`src/rtl/cfu_pkg.sv`:
```
// Constants, opcodes, register map and carrier types of the clear-flag instruction unit
// Operation
// - Divider-zero clear instruction resets only the low four bits of its 14-bit counter.
// - Divider-one clear instruction resets only the low four bits of its 14-bit counter.
// - Reduced variant has no second divider, so its clear instruction does nothing.
// - Parameter-flag clear: immediate bit three clears the watchdog divide-by-1024 clock flag.
// - Event-mask bit zero clears the divider-zero overflow event flag.
// - Event-mask bit one clears the timer-zero underflow event flag.
// - Event-mask bit two clears the port C signal change event flag.
// - Event-mask bit four clears divider-one overflow, or pin falling edge in reduced variant.
// - Event-mask bit seven clears timer-one underflow; bits three, five, six are reserved.
// - Port-change clear instruction clears the port C signal change status flag.
// - Watchdog clear resets the low four counter bits; opcode 0x17 then 0x80.
package cfu_pkg;

  // Counter geometry
  localparam int DIV_W = 14;
  localparam int LOW_CLR_W = 4;

  // Opcodes; bits under the care mask must match
  localparam logic [15:0] OPC_DIV0 = 16'h5580;
  localparam logic [15:0] OPC_DIV1 = 16'h55C0;
  localparam logic [15:0] OPC_PRM = 16'h16D0;
  localparam logic [15:0] OPC_EVM = 16'h4000;
  localparam logic [15:0] OPC_PSR = 16'h4400;
  localparam logic [15:0] OPC_WDT = 16'h1780;
  localparam logic [15:0] CARE_ALL = 16'hFFFF;
  localparam logic [15:0] CARE_PRM = 16'hFFF0;
  localparam logic [15:0] CARE_EVM = 16'hFF00;

  // Immediate fields
  localparam int PRM_IMM_LSB = 0;
  localparam int PRM_IMM_W = 4;
  localparam int EVM_IMM_LSB = 0;
  localparam int EVM_IMM_W = 8;
  localparam logic [3:0] PRM_VALID = 4'h8;
  localparam logic [7:0] EVM_VALID = 8'h97;

  // Event and parameter flag positions
  localparam int EV_DIV0 = 0;
  localparam int EV_TMR0 = 1;
  localparam int EV_PORT = 2;
  localparam int EV_DIV1_PIN = 4;
  localparam int EV_TMR1 = 7;
  localparam int PRM_WDT1024 = 3;

  // APB register map (byte addresses)
  localparam logic [7:0] REG_CTRL = 8'h00;
  localparam logic [7:0] REG_FLAGS = 8'h04;
  localparam logic [7:0] REG_PARAM = 8'h08;
  localparam logic [7:0] REG_INT_STAT = 8'h0C;
  localparam logic [7:0] REG_INT_MASK = 8'h10;

  // Field positions inside the registers
  localparam int CTRL_REDUCED = 0;
  localparam int FLG_EVM_LSB = 0;
  localparam int FLG_PSR_BIT = 8;
  localparam int FLG_PRM_LSB = 12;
  localparam int FLG_OP_LSB = 16;

  // Reset values
  localparam logic [7:0] EVM_RST = 8'h00;
  localparam logic [3:0] PRM_RST = 4'h0;
  localparam logic [7:0] MASK_RST = 8'h00;

  // Last executed clear instruction
  typedef enum logic [2:0] {
    OP_NONE = 3'b000,
    OP_DIV0 = 3'b001,
    OP_DIV1 = 3'b010,
    OP_PRM = 3'b011,
    OP_EVM = 3'b100,
    OP_PSR = 3'b101,
    OP_WDT = 3'b110,
    OP_INHIBIT = 3'b111
  } cfu_op_t;

  // APB request from the master
  typedef struct packed {
    logic psel;
    logic penable;
    logic pwrite;
    logic [7:0] paddr;
    logic [31:0] pwdata;
  } cfu_apb_req_t;

  // Event sources, each a one-cycle pulse
  typedef struct packed {
    logic div0_overflow;
    logic tmr0_underflow;
    logic port_change;
    logic div1_or_pin;
    logic tmr1_underflow;
  } cfu_events_t;

endpackage

```
`src/rtl/cfu_clear_unit.sv`:
```
// Clear-type instruction execution unit with its event flags and APB register slave
`timescale 1ns/100ps
`default_nettype none
module cfu_clear_unit (
  input wire logic clk,
  input wire logic sys_rst,
  input wire logic ce,
  input wire logic [15:0] instr,
  input wire logic instr_valid,
  input wire cfu_pkg::cfu_events_t events,
  input wire cfu_pkg::cfu_apb_req_t apb_req,
  output logic [31:0] prdata,
  output logic pready,
  output logic pslverr,
  output logic instr_ack,
  output logic clear_divider_zero_low,
  output logic clear_divider_one_low,
  output logic clear_watchdog_low,
  output logic [7:0] event_flags,
  output logic port_change_status,
  output logic [3:0] parameter_flag,
  output logic wdt_clk_div1024,
  output logic irq
);

  // Whole state of the unit in one record
  typedef struct packed {
    logic [7:0] event_flags;
    logic port_change_status;
    logic [3:0] parameter_flag;
    logic reduced;
    logic [7:0] int_stat;
    logic [7:0] int_mask;
    logic div0_clr;
    logic div1_clr;
    logic wdt_clr;
    logic instr_ack;
    logic irq;
    logic pready;
    logic pslverr;
    logic [31:0] prdata;
    cfu_pkg::cfu_op_t last_op;
  } cfu_state_t;

  cfu_state_t state_q;
  cfu_state_t state_d;

  // Opcode compare under a care mask
  function automatic logic op_match(input logic [15:0] op, input logic [15:0] pat, input logic [15:0] care);
    op_match = ((op ^ pat) & care) == 16'h0000;
  endfunction

  // Map an instruction word to the clear operation it names
  function automatic cfu_pkg::cfu_op_t op_decode(input logic [15:0] op, input logic reduced);
    cfu_pkg::cfu_op_t kind;
    kind = cfu_pkg::OP_NONE;
    if (op_match(op, cfu_pkg::OPC_DIV0, cfu_pkg::CARE_ALL)) begin
      kind = cfu_pkg::OP_DIV0;
    end else if (op_match(op, cfu_pkg::OPC_DIV1, cfu_pkg::CARE_ALL)) begin
      kind = reduced ? cfu_pkg::OP_INHIBIT : cfu_pkg::OP_DIV1;
    end else if (op_match(op, cfu_pkg::OPC_PRM, cfu_pkg::CARE_PRM)) begin
      kind = cfu_pkg::OP_PRM;
    end else if (op_match(op, cfu_pkg::OPC_EVM, cfu_pkg::CARE_EVM)) begin
      kind = cfu_pkg::OP_EVM;
    end else if (op_match(op, cfu_pkg::OPC_PSR, cfu_pkg::CARE_ALL)) begin
      kind = cfu_pkg::OP_PSR;
    end else if (op_match(op, cfu_pkg::OPC_WDT, cfu_pkg::CARE_ALL)) begin
      kind = cfu_pkg::OP_WDT;
    end
    op_decode = kind;
  endfunction

  // Is this byte address one of ours
  function automatic logic addr_mapped(input logic [7:0] addr);
    addr_mapped = (addr == cfu_pkg::REG_CTRL) || (addr == cfu_pkg::REG_FLAGS) ||
                  (addr == cfu_pkg::REG_PARAM) || (addr == cfu_pkg::REG_INT_STAT) ||
                  (addr == cfu_pkg::REG_INT_MASK);
  endfunction

  // Next-state logic
  always_comb begin
    cfu_pkg::cfu_op_t kind;
    logic [7:0] ev_set;
    logic [7:0] ev_clr;
    logic [3:0] prm_clr;
    logic [7:0] evm_imm;
    logic [3:0] prm_imm;
    logic psr_set;
    logic psr_clr;
    logic [7:0] stat_w1c;
    logic apb_setup_done;
    logic apb_commit;
    logic [31:0] rdata;

    kind = cfu_pkg::OP_NONE;
    ev_set = 8'h00;
    ev_clr = 8'h00;
    prm_clr = 4'h0;
    evm_imm = 8'h00;
    prm_imm = 4'h0;
    psr_set = 1'b0;
    psr_clr = 1'b0;
    stat_w1c = 8'h00;
    apb_setup_done = 1'b0;
    apb_commit = 1'b0;
    rdata = 32'h0000_0000;
    state_d = state_q;

    // Strobes last one machine cycle only
    state_d.div0_clr = 1'b0;
    state_d.div1_clr = 1'b0;
    state_d.wdt_clr = 1'b0;
    state_d.instr_ack = 1'b0;

    // Incoming hardware events
    ev_set[cfu_pkg::EV_DIV0] = events.div0_overflow;
    ev_set[cfu_pkg::EV_TMR0] = events.tmr0_underflow;
    ev_set[cfu_pkg::EV_PORT] = events.port_change;
    ev_set[cfu_pkg::EV_DIV1_PIN] = events.div1_or_pin;
    ev_set[cfu_pkg::EV_TMR1] = events.tmr1_underflow;
    psr_set = events.port_change;

    // Execute one instruction per valid cycle
    if (instr_valid) begin
      kind = op_decode(instr, state_q.reduced);
      evm_imm = instr[cfu_pkg::EVM_IMM_LSB +: cfu_pkg::EVM_IMM_W];
      prm_imm = instr[cfu_pkg::PRM_IMM_LSB +: cfu_pkg::PRM_IMM_W];
      state_d.instr_ack = 1'b1;
      case (kind)
        cfu_pkg::OP_DIV0: begin
          state_d.div0_clr = 1'b1;
        end
        cfu_pkg::OP_DIV1: begin
          state_d.div1_clr = 1'b1;
        end
        cfu_pkg::OP_INHIBIT: begin
          state_d.div1_clr = 1'b0;
        end
        cfu_pkg::OP_PRM: begin
          prm_clr = prm_imm & cfu_pkg::PRM_VALID;
        end
        cfu_pkg::OP_EVM: begin
          // Reserved positions are ignored, zero bits leave flags as they are
          ev_clr = evm_imm & cfu_pkg::EVM_VALID;
        end
        cfu_pkg::OP_PSR: begin
          psr_clr = 1'b1;
        end
        cfu_pkg::OP_WDT: begin
          state_d.wdt_clr = 1'b1;
        end
        default: begin
          state_d.instr_ack = 1'b1;
        end
      endcase
      if (kind != cfu_pkg::OP_NONE) begin
        state_d.last_op = kind;
      end
    end

    // A flag set in the same cycle as its clear stays set
    state_d.event_flags = ((state_q.event_flags & ~ev_clr) | ev_set) & cfu_pkg::EVM_VALID;
    state_d.port_change_status = (state_q.port_change_status & ~psr_clr) | psr_set;
    state_d.parameter_flag = state_q.parameter_flag & ~prm_clr;

    // APB: first access cycle prepares the answer, second completes it
    apb_setup_done = apb_req.psel && apb_req.penable && !state_q.pready;
    apb_commit = apb_req.psel && apb_req.penable && state_q.pready;
    state_d.pready = apb_setup_done;
    if (apb_setup_done) begin
      case (apb_req.paddr)
        cfu_pkg::REG_CTRL: begin
          rdata[cfu_pkg::CTRL_REDUCED] = state_q.reduced;
        end
        cfu_pkg::REG_FLAGS: begin
          rdata[cfu_pkg::FLG_EVM_LSB +: cfu_pkg::EVM_IMM_W] = state_q.event_flags;
          rdata[cfu_pkg::FLG_PSR_BIT] = state_q.port_change_status;
          rdata[cfu_pkg::FLG_PRM_LSB +: cfu_pkg::PRM_IMM_W] = state_q.parameter_flag;
          rdata[cfu_pkg::FLG_OP_LSB +: 3] = state_q.last_op;
        end
        cfu_pkg::REG_PARAM: begin
          rdata[3:0] = state_q.parameter_flag;
        end
        cfu_pkg::REG_INT_STAT: begin
          rdata[7:0] = state_q.int_stat;
        end
        cfu_pkg::REG_INT_MASK: begin
          rdata[7:0] = state_q.int_mask;
        end
        default: begin
          rdata = 32'h0000_0000;
        end
      endcase
      state_d.prdata = apb_req.pwrite ? 32'h0000_0000 : rdata;
      state_d.pslverr = !addr_mapped(apb_req.paddr);
    end else if (apb_commit) begin
      state_d.prdata = 32'h0000_0000;
      state_d.pslverr = 1'b0;
    end

    // Register writes take effect at the completing edge only
    if (apb_commit && apb_req.pwrite) begin
      case (apb_req.paddr)
        cfu_pkg::REG_CTRL: begin
          state_d.reduced = apb_req.pwdata[cfu_pkg::CTRL_REDUCED];
        end
        cfu_pkg::REG_PARAM: begin
          // Software write arms the flag; an instruction clear in the same cycle loses
          state_d.parameter_flag = apb_req.pwdata[cfu_pkg::PRM_IMM_LSB +: cfu_pkg::PRM_IMM_W] & cfu_pkg::PRM_VALID;
        end
        cfu_pkg::REG_INT_STAT: begin
          stat_w1c = apb_req.pwdata[7:0];
        end
        cfu_pkg::REG_INT_MASK: begin
          state_d.int_mask = apb_req.pwdata[cfu_pkg::EVM_IMM_LSB +: cfu_pkg::EVM_IMM_W] & cfu_pkg::EVM_VALID;
        end
        default: begin
          stat_w1c = 8'h00;
        end
      endcase
    end

    // Sticky interrupt status, set beats write-one-to-clear
    state_d.int_stat = ((state_q.int_stat & ~stat_w1c) | ev_set) & cfu_pkg::EVM_VALID;
    state_d.irq = |(state_d.int_stat & state_d.int_mask);
  end

  // State register; clock enable freezes everything
  always_ff @(posedge clk or posedge sys_rst) begin
    if (sys_rst) begin
      state_q <= '{
        event_flags: cfu_pkg::EVM_RST,
        port_change_status: 1'b0,
        parameter_flag: cfu_pkg::PRM_RST,
        reduced: 1'b0,
        int_stat: cfu_pkg::EVM_RST,
        int_mask: cfu_pkg::MASK_RST,
        div0_clr: 1'b0,
        div1_clr: 1'b0,
        wdt_clr: 1'b0,
        instr_ack: 1'b0,
        irq: 1'b0,
        pready: 1'b0,
        pslverr: 1'b0,
        prdata: 32'h0000_0000,
        last_op: cfu_pkg::OP_NONE
      };
    end else if (ce) begin
      state_q <= state_d;
    end
  end

  // Outputs straight from the state register
  assign prdata = state_q.prdata;
  assign pready = state_q.pready;
  assign pslverr = state_q.pslverr;
  assign instr_ack = state_q.instr_ack;
  assign clear_divider_zero_low = state_q.div0_clr;
  assign clear_divider_one_low = state_q.div1_clr;
  assign clear_watchdog_low = state_q.wdt_clr;
  assign event_flags = state_q.event_flags;
  assign port_change_status = state_q.port_change_status;
  assign parameter_flag = state_q.parameter_flag;
  assign wdt_clk_div1024 = state_q.parameter_flag[cfu_pkg::PRM_WDT1024];
  assign irq = state_q.irq;

endmodule // cfu_clear_unit
`default_nettype wire

```
`config.mk`:
```
export PLATFORM = sky130hd
export DESIGN_NAME = cfu_clear_unit
export DESIGN_NICKNAME = d
export VERILOG_FILES = /design/src/rtl/cfu_pkg.sv /design/src/rtl/cfu_clear_unit.sv
export SDC_FILE = /design/constraint.sdc
export NUM_CORES = 1
export LEC_CHECK = 0
export BUFFER_PORTS_ARGS = -buffer_cell sky130_fd_sc_hd__buf_2
export CORE_ASPECT_RATIO = 0.6
export CORE_MARGIN = 8
export CORE_UTILIZATION = 42
export CTS_BUF_LIST = sky130_fd_sc_hd__clkbuf_16
export CTS_CLUSTER_DIAMETER = 200
export DETAILED_ROUTE_END_ITERATION = 8
export GPL_TIMING_DRIVEN = 0
export PLACE_DENSITY = 0.86
export SLEW_MARGIN = 20
export SYNTH_ARGS = -nofsm -noshare
export SYNTH_HDL_FRONTEND = slang
export SYNTH_SLANG_ARGS = --single-unit
export TNS_END_PERCENT = 20
```
`constraint.sdc`:
```
create_clock -name clk -period 1.55 [get_ports clk]
set_input_delay 0.155 -clock clk [delete_from_list [all_inputs] [get_ports clk]]
set_output_delay 0.155 -clock clk [all_outputs]
set_load 0.02 [all_outputs]
```
==> out/qor.csv, run 1 <==
stage,metric,value,unit
cts,CTS root buffer,clkbuf_16,
detailed_routing,WL/cell,16.0,um
synthesis,"flops & latches, synth",40,
hold_path,Hold Path Class,in2reg,
layout,Non-Filler Instances,442,
setup_path,CP max stage delay,0.56,ns
detailed_routing,initial drt markers,122,
hold_path,HP Start,instr[1],
synthesis,Async SR Flop Fraction,100,%
setup_path,crit start category,primary input,
power_and_ir_drop,VDD IR-drop max,0.424,mV
placement,Buffers on Ports,68,
flow_run,maxcap violations,0,
setup_path,slowest CP cell,or4_4,
synthesis,Synth area leaders,"dfrtp_1, buf_4, mux2i_1",
sta,Fmax,574,MHz
setup_path,Worst Setup End Kind,flop,
setup_path,Most common cell on crit path,buf_6,
global_route,Tot GR Track Use,16.4,%
setup_path,R2R depth,7,
sta,part of the cycle the worst path needs,112,%
cts,clk buf depth,2,
run_status,failing checks,setup timing,
global_route,initial antenna violation count,2,
floorplanning,core region area,5620,um^2
run_status,status,"finished, violations left",
detailed_routing,final WL,7.06,mm
setup_path,crit-path max FO,4,
detailed_routing,Vias,2208,
sta,crit path time final,1.74,ns
cts,Worst-path clk slew,0.07,ns
synthesis,post-synthesis sequential area ratio,40.5,%
floorplanning,die width,115,um
cts,worst skew pair latency,0.29,ns
synthesis,Mapped Cells,256,
floorplanning,Die Y,75.4,um
sta,Worst Clk Skew,0.00908,ns
setup_path,WP data required,1.77,ns
sta,setup TNS,-1.32,ns
global_route,pin count of the biggest net entering global routing,24,
power_and_ir_drop,Flop pwr share,43.5,%
placement,Post-Place Cells,428,
cts,Sink Count,40,
power_and_ir_drop,P_sw,0.652,mW
power_and_ir_drop,combinational power share,14.4,%
layout,most frequent cells in the layout,"buf_2, buf_4, dfrtp_1, nand2_1, conb_1",
sta,unrepaired setup endpoints after global routing,yes,
sta,Final Setup Violations,14,
synthesis,number of synthesized flops with an enable pin,0,
setup_path,CP Data Arrival Time,1.97,ns
placement,Final Wtd Congestion,0.883,
sta,final hold violation count,0,
setup_path,FF-to-FF End,irq,
power_and_ir_drop,switching share of power,26.7,%
layout,Nets,429,
synthesis,Synthesis Warnings,0,
power_and_ir_drop,P_leak,1.68,nW
floorplanning,Initial Util,44.0,%
setup_path,reg2reg start,pready,
detailed_routing,# DRC,0,
cts,CTS tree,built,
detailed_routing,Post-DRT Antenna Nets,0,
sta,fin. max-slew vios,0,
power_and_ir_drop,Clock power frac,42.0,%
global_route,total grt overflow,0,
detailed_routing,Avg Vias per Cell,5.00,
floorplanning,Core Rows,21,
layout,diode count,0,
setup_path,"setup slack, reg-to-reg",-0.12,ns
sta,setup ws final,-0.193,ns
power_and_ir_drop,Tot Pwr,2.45,mW
synthesis,predominant post-synthesis flop cell,dfrtp_1,
synthesis,Yosys cell types,56,
synthesis,Synth area leader,dfrtp_1,
cts,cts bufs inserted,5,
placement,dpl hpwl,5.61,mm
hold_path,hold depth,2,
global_route,global-route wire length before repair,11.1,mm
hold_path,Hold EP,event_flags[1],
detailed_routing,drt pass-1 iters,4,
global_route,vias in the first global route,2211,
setup_path,"critical path, cell by cell","buf_6, or4_4, nor3_4, and4_1, buf_6, mux2_4, nor3b_4, a31o_1",
layout,area grow syn2layout,35.3,%
synthesis,Mapped Area,2470,um^2
layout,share of cells above drive strength 1,46.1,%
cts,H-tree Lvls,2,
synthesis,Synth Area per Inst,9.66,um^2
setup_path,Crit Path Category,in2reg,
floorplanning,I/O pins,121,
synthesis,top-area cell type share of the netlist area,40.5,%
power_and_ir_drop,P_int,1.80,mW
layout,"commonest non-fill, non-tap cell in the layout",buf_2,
floorplanning,full die area,8680,um^2
power_and_ir_drop,PwrDens,732,nW/um^2
==> cells in the mapped netlist, drive strengths merged, types with 4 or more instances <==
library cell / number
clkbuf: 4
nand3b: 4
and4: 4
nor2b: 5
a21oi: 9
nor3: 5
buf: 47
nand3: 5
nand2: 32
a22oi: 4
inv: 5
a22o: 5
mux2: 7
a31oi: 5
dfrtp: 40
nor2: 6
o21ai: 12
mux2i: 12
==> layer usage <==
layer,global-route usage (%),wire length (um),vias up,part of all wire (%)
li1,-,-,1074,-
met1,20.3,3110,1033,44
met2,26.4,3220,86,46
met3,6.72,642,11,9.1
met4,3.76,72,4,1.0
met5,0,16,-,0.23
==> flip-flops by register name, summed over array words and instances, names as in the netlist <==
register	flops
clear_watchdog_low	1
instr_ack	1
port_change_status	1
clear_divider_zero_low	1
pready	1
parameter_flag	1
event_flags	5
clear_divider_one_low	1
prdata	12
state_q	14
irq	1
pslverr	1
==> worst max path at each step <==
stage	start	to	cells after the start
2_1_floorplan	instr[0]	clear_watchdog_low	7
3_3_place_gp	apb_req[36]	parameter_flag[3]	7
3_5_place_dp	apb_req[36]	parameter_flag[3]	7
4_1_cts	instr[0]	clear_watchdog_low	8
5_1_grt	instr[0]	clear_divider_one_low	8
6_report	instr[0]	clear_watchdog_low	8
==> worst max-delay path, delay by kind of cell <==
family,cells,cell delay [ns]
simple gates,4,1.12
compound gates,1,0.17
mux,1,0.32
buf+inv,2,0.20
==> power by group through the flow <==
stage	registers (mW)	logic, mW	clock network, mW
floorplan	1.10	0.187	0
global placement	1.09	0.312	0
detailed placement	1.09	0.326	0
CTS	1.07	0.346	1.03
global route	1.07	0.383	1.09
finish	1.07	0.353	1.03
==> through the flow <==
step | worst slack [ns] | cell area (um^2) | hold WS [ns] | utilization, %
2_1_floorplan | -0.279 | 2580 | 0.252 | -
3_3_place_gp | -0.529 | 3020 | 0.353 | 53.7
3_5_place_dp | -0.558 | 3050 | 0.182 | 54.2
4_1_cts | -0.170 | 3310 | 0.0413 | 58.8
5_1_grt | -0.263 | 3350 | 0.0485 | 59.5
6_report | -0.193 | 3350 | 0.0445 | 59.5
==> cell families (layout without fill, tap and decap cells) <==
kind of cell,count (synthesis),in the layout,synth area share [%]
AO/OA/AOI/OAI,58,58,16.3
buffers and inverters,56,139,16.1
flip-flops,40,40,40.5
multiplexers,19,19,8.19
other,1,24,0.152
AND/OR/NAND/NOR,82,82,18.8
==> layout make-up <==
cell class                      count  area, um^2
Tap cell                           80         100
Fill cell                         515        2280
Sequential cell                    40        1000
Inverter                            5        18.8
Buffer                             51         393
Multi-Input combinational cell    183        1260
Clock buffer                        5         125
Clock inverter                      3        17.5
Timing Repair Buffer               75         428
==> timing repair <==
| item | CTS | global route |
|---|---|---|
| setup buffers | 5 | 0 |
| hold endpoints to repair | 17 | 0 |
| gates resized for setup | 17 | 11 |
| endpoints found under the setup margin | 22 | 22 |
| hold buffers | 1 | 0 |
| pin swaps | 5 | 3 |
Note: power is estimated with default switching activity, not from simulation.
==> run 2, diff against run 1 <==
--- a/config.mk
+++ b/config.mk
@@ -5,14 +5,16 @@
 export SDC_FILE = /design/constraint.sdc
 export NUM_CORES = 1
 export LEC_CHECK = 0
+export ABC_AREA = 1
 export BUFFER_PORTS_ARGS = -buffer_cell sky130_fd_sc_hd__buf_2
 export CORE_ASPECT_RATIO = 0.6
 export CORE_MARGIN = 8
-export CORE_UTILIZATION = 42
+export CORE_UTILIZATION = 43
 export CTS_BUF_LIST = sky130_fd_sc_hd__clkbuf_16
 export CTS_CLUSTER_DIAMETER = 200
 export DETAILED_ROUTE_END_ITERATION = 8
 export GPL_TIMING_DRIVEN = 0
+export MAX_ROUTING_LAYER = met4
 export PLACE_DENSITY = 0.86
 export SLEW_MARGIN = 20
 export SYNTH_ARGS = -nofsm -noshare
==> out/qor.csv, run 2 <==
stage,metric,value,unit,change
run_status,status,completed,,"was finished, violations left"
detailed_routing,Vias,2871,,"was 2,208"
global_route,initial antenna violation count,0,,was 2
layout,area grow syn2layout,28.6,%,was 35.3%
sta,fin. max-slew vios,0,,unchanged
detailed_routing,Avg Vias per Cell,4.93,,was 5.00
power_and_ir_drop,PwrDens,847,nW/um^2,was 732 nW/um^2
synthesis,Synth area leaders,"dfrtp_1, nand2_1, buf_4",,"was dfrtp_1, buf_4, mux2i_1"
layout,share of cells above drive strength 1,30.9,%,was 46.1%
synthesis,Yosys cell types,29,,was 56
power_and_ir_drop,Clock power frac,40.4,%,was 42.0%
synthesis,Synthesis Warnings,0,,unchanged
detailed_routing,# DRC,0,,unchanged
synthesis,post-synthesis sequential area ratio,36.5,%,was 40.5%
sta,Final Setup Violations,0,,was 14
sta,Worst Max-Slew Pin Slew,0.552,ns,
floorplanning,I/O pins,121,,unchanged
hold_path,Hold Path Class,in2reg,,unchanged
detailed_routing,Post-DRT Antenna Nets,0,,unchanged
detailed_routing,drt pass-1 iters,5,,was 4
detailed_routing,WL/cell,14.3,um,was 16.0 um
synthesis,Mapped Cells,393,,was 256
global_route,pin count of the biggest net entering global routing,29,,was 24
synthesis,"flops & latches, synth",40,,unchanged
synthesis,Synth area leader,dfrtp_1,,unchanged
flow_run,maxcap violations,0,,unchanged
cts,Worst-path clk slew,0.06,ns,was 0.07 ns
cts,H-tree Lvls,2,,unchanged
global_route,total grt overflow,0,,unchanged
placement,Buffers on Ports,69,,was 68
cts,CTS tree,built,,unchanged
global_route,global-route wire length before repair,13.6,mm,was 11.1 mm
layout,Reg with most FFs,state_q,,unchanged
floorplanning,Die Y,77.9,um,was 75.4 um
setup_path,Crit Path Category,reg2reg,,was in2reg
layout,Nets,565,,was 429
sta,Worst Clk Skew,0.00316,ns,was 0.00908 ns
sta,final hold violation count,0,,unchanged
placement,dpl hpwl,6.87,mm,was 5.61 mm
power_and_ir_drop,P_int,2.10,mW,was 1.80 mW
power_and_ir_drop,P_sw,0.883,mW,was 0.652 mW
power_and_ir_drop,Flop pwr share,39.5,%,was 43.5%
global_route,Tot GR Track Use,18.4,%,was 16.4%
detailed_routing,final WL,8.35,mm,was 7.06 mm
layout,max reg flops,14,,unchanged
setup_path,crit start category,flop,,was primary input
detailed_routing,initial drt markers,282,,was 122
layout,diode count,0,,unchanged
cts,clk buf depth,2,,unchanged
power_and_ir_drop,combinational power share,20.1,%,was 14.4%
cts,cts bufs inserted,5,,unchanged
synthesis,Synth Area per Inst,6.98,um^2,was 9.66 um^2
synthesis,number of synthesized flops with an enable pin,0,,unchanged
synthesis,synth cell count leaders,"nand2_1, buf_4, dfrtp_1, nor2_1, nand3_1",,"was buf_4, dfrtp_1, nand2_1, mux2i_1, o21ai_0"
synthesis,Mapped Area,2740,um^2,was 2470 um^2
power_and_ir_drop,switching share of power,29.6,%,was 26.7%
cts,worst skew pair latency,0.29,ns,about the same
floorplanning,core region area,6140,um^2,was 5620 um^2
floorplanning,Initial Util,44.7,%,was 44.0%
synthesis,Async SR Flop Fraction,100,%,unchanged
setup_path,WP data required,1.72,ns,was 1.77 ns
cts,CTS root buffer,clkbuf_16,,unchanged
power_and_ir_drop,Tot Pwr,2.99,mW,was 2.45 mW
layout,Non-Filler Instances,582,,was 442
power_and_ir_drop,P_leak,1.94,nW,was 1.68 nW
floorplanning,full die area,9270,um^2,was 8680 um^2
sta,crit path time final,1.48,ns,was 1.74 ns
layout,"commonest non-fill, non-tap cell in the layout",nand2_1,,was buf_2
floorplanning,Core Rows,22,,was 21
setup_path,CP Data Arrival Time,1.65,ns,was 1.97 ns
setup_path,crit-path max FO,7,,was 4
floorplanning,die width,119,um,was 115 um
sta,part of the cycle the worst path needs,95.6,%,was 112%
synthesis,predominant post-synthesis flop cell,dfrtp_1,,unchanged
cts,Sink Count,40,,unchanged
synthesis,most frequent cell after synthesis,nand2_1,,was buf_4
setup_path,Worst Setup End Kind,flop,,unchanged
sta,Fmax,675,MHz,was 574 MHz
synthesis,top-area cell type share of the netlist area,36.5,%,was 40.5%
global_route,vias in the first global route,2739,,"was 2,211"
placement,Final Wtd Congestion,0.930,,was 0.883
placement,Post-Place Cells,570,,was 428
power_and_ir_drop,VDD IR-drop max,0.468,mV,was 0.424 mV
sta,slew margin rel.,63.2,%,
layout,most frequent cells in the layout,"nand2_1, buf_2, buf_4, dfrtp_1",,"was buf_2, buf_4, dfrtp_1, nand2_1, conb_1"
run 2: cell types whose count changed after synthesis, moves of 4 or more:
cell     before  now
a22oi_1       4    0
inv_1         5   33
inv_2         0    8
mux2_2        6    0
mux2i_1      12    0
nand2_1      32  124
nand3_1       5   37
nor2_1        5   38
nor2_4        0    6
nor2b_1       5    0
o21ai_1       0    4
run 2: path summary, 6_finish.rpt:
check,slack [ns],cells after the start,to,startpoint
min in group asynchronous,0.35,3,prdata[14],sys_rst
min reg2reg,0.48,2,instr_ack,instr_ack
min,0.16,3,event_flags[2],events[2]
max,0.07,10,irq,pready
max reg2reg,0.07,10,irq,pready
max in group asynchronous,0.75,4,state_q[42],sys_rst
run 2: stage by stage:
step / utilization (%) / instance area [um^2] / TNS, ns / setup slack, ns / hold WS (ns)
final: 57.5 / 3530 / 0 / 0.0682 / 0.157
after global routing: 57.5 / 3530 / -0.0152 / -0.0152 / 0.179
after CTS: 56.8 / 3490 / 0 / 0.0511 / 0.161
after detailed placement: 53.8 / 3300 / -0.0423 / -0.0264 / 0.122
after global placement: 53.4 / 3280 / -2.41 / -0.0623 / 0.436
after floorplan: - / 2830 / 0 / 0.148 / 0.299
run 2: cell families after synthesis:
kind of cell	synth area share (%)
AO/OA/AOI/OAI	10.1
flip-flops	36.5
AND/OR/NAND/NOR	34.5
other	0.137
buffers and inverters	18.7
run 2: worst max-delay path: stages, from the launching register on:
cell     delay [ns]
dfrtp_1        0.37
nand2_2        0.07
nor2_4         0.20
buf_6          0.16
nand3_1        0.08
nand2_1        0.08
nand2_1        0.07
nand2_1        0.08
nand2_2        0.07
nor2_4         0.12
a21oi_2        0.06
run 2: power by group through the flow:
stage	logic [mW]	registers [mW]	clock network, mW
floorplan	0.367	1.20	0
global route	0.663	1.19	1.26
CTS	0.576	1.18	1.22
finish	0.600	1.18	1.21
global placement	0.555	1.19	0
detailed placement	0.571	1.20	0
run 2: timing repair:
action / in CTS / in global routing
hold buffers: 1 / 0
setup buffers: 0 / 3
endpoints found under the setup margin: 1 / 1
endpoints found under the hold margin: 12 / 0
gates cloned: 0 / 0
pin swaps: 0 / 5
resized for setup: 1 / 6
run 2: area by class of cell:
cell class	count	area, um^2
fill	598	2610
multi-input combinational	284	1340
sequential	40	1000
timing repair buffer	74	398
buffer	51	364
inverter	41	154
clock buffer	5	125
tap	84	105
clock inverter	3	46.3
run 2: per-layer routing:
layer	GRT usage, %	up-vias	wire length (um)
met3	4.77	11	838
met2	26.1	137	3550
met5	-	-	0
met4	3.76	0	72
li1	-	1391	-
met1	25.6	1332	3890
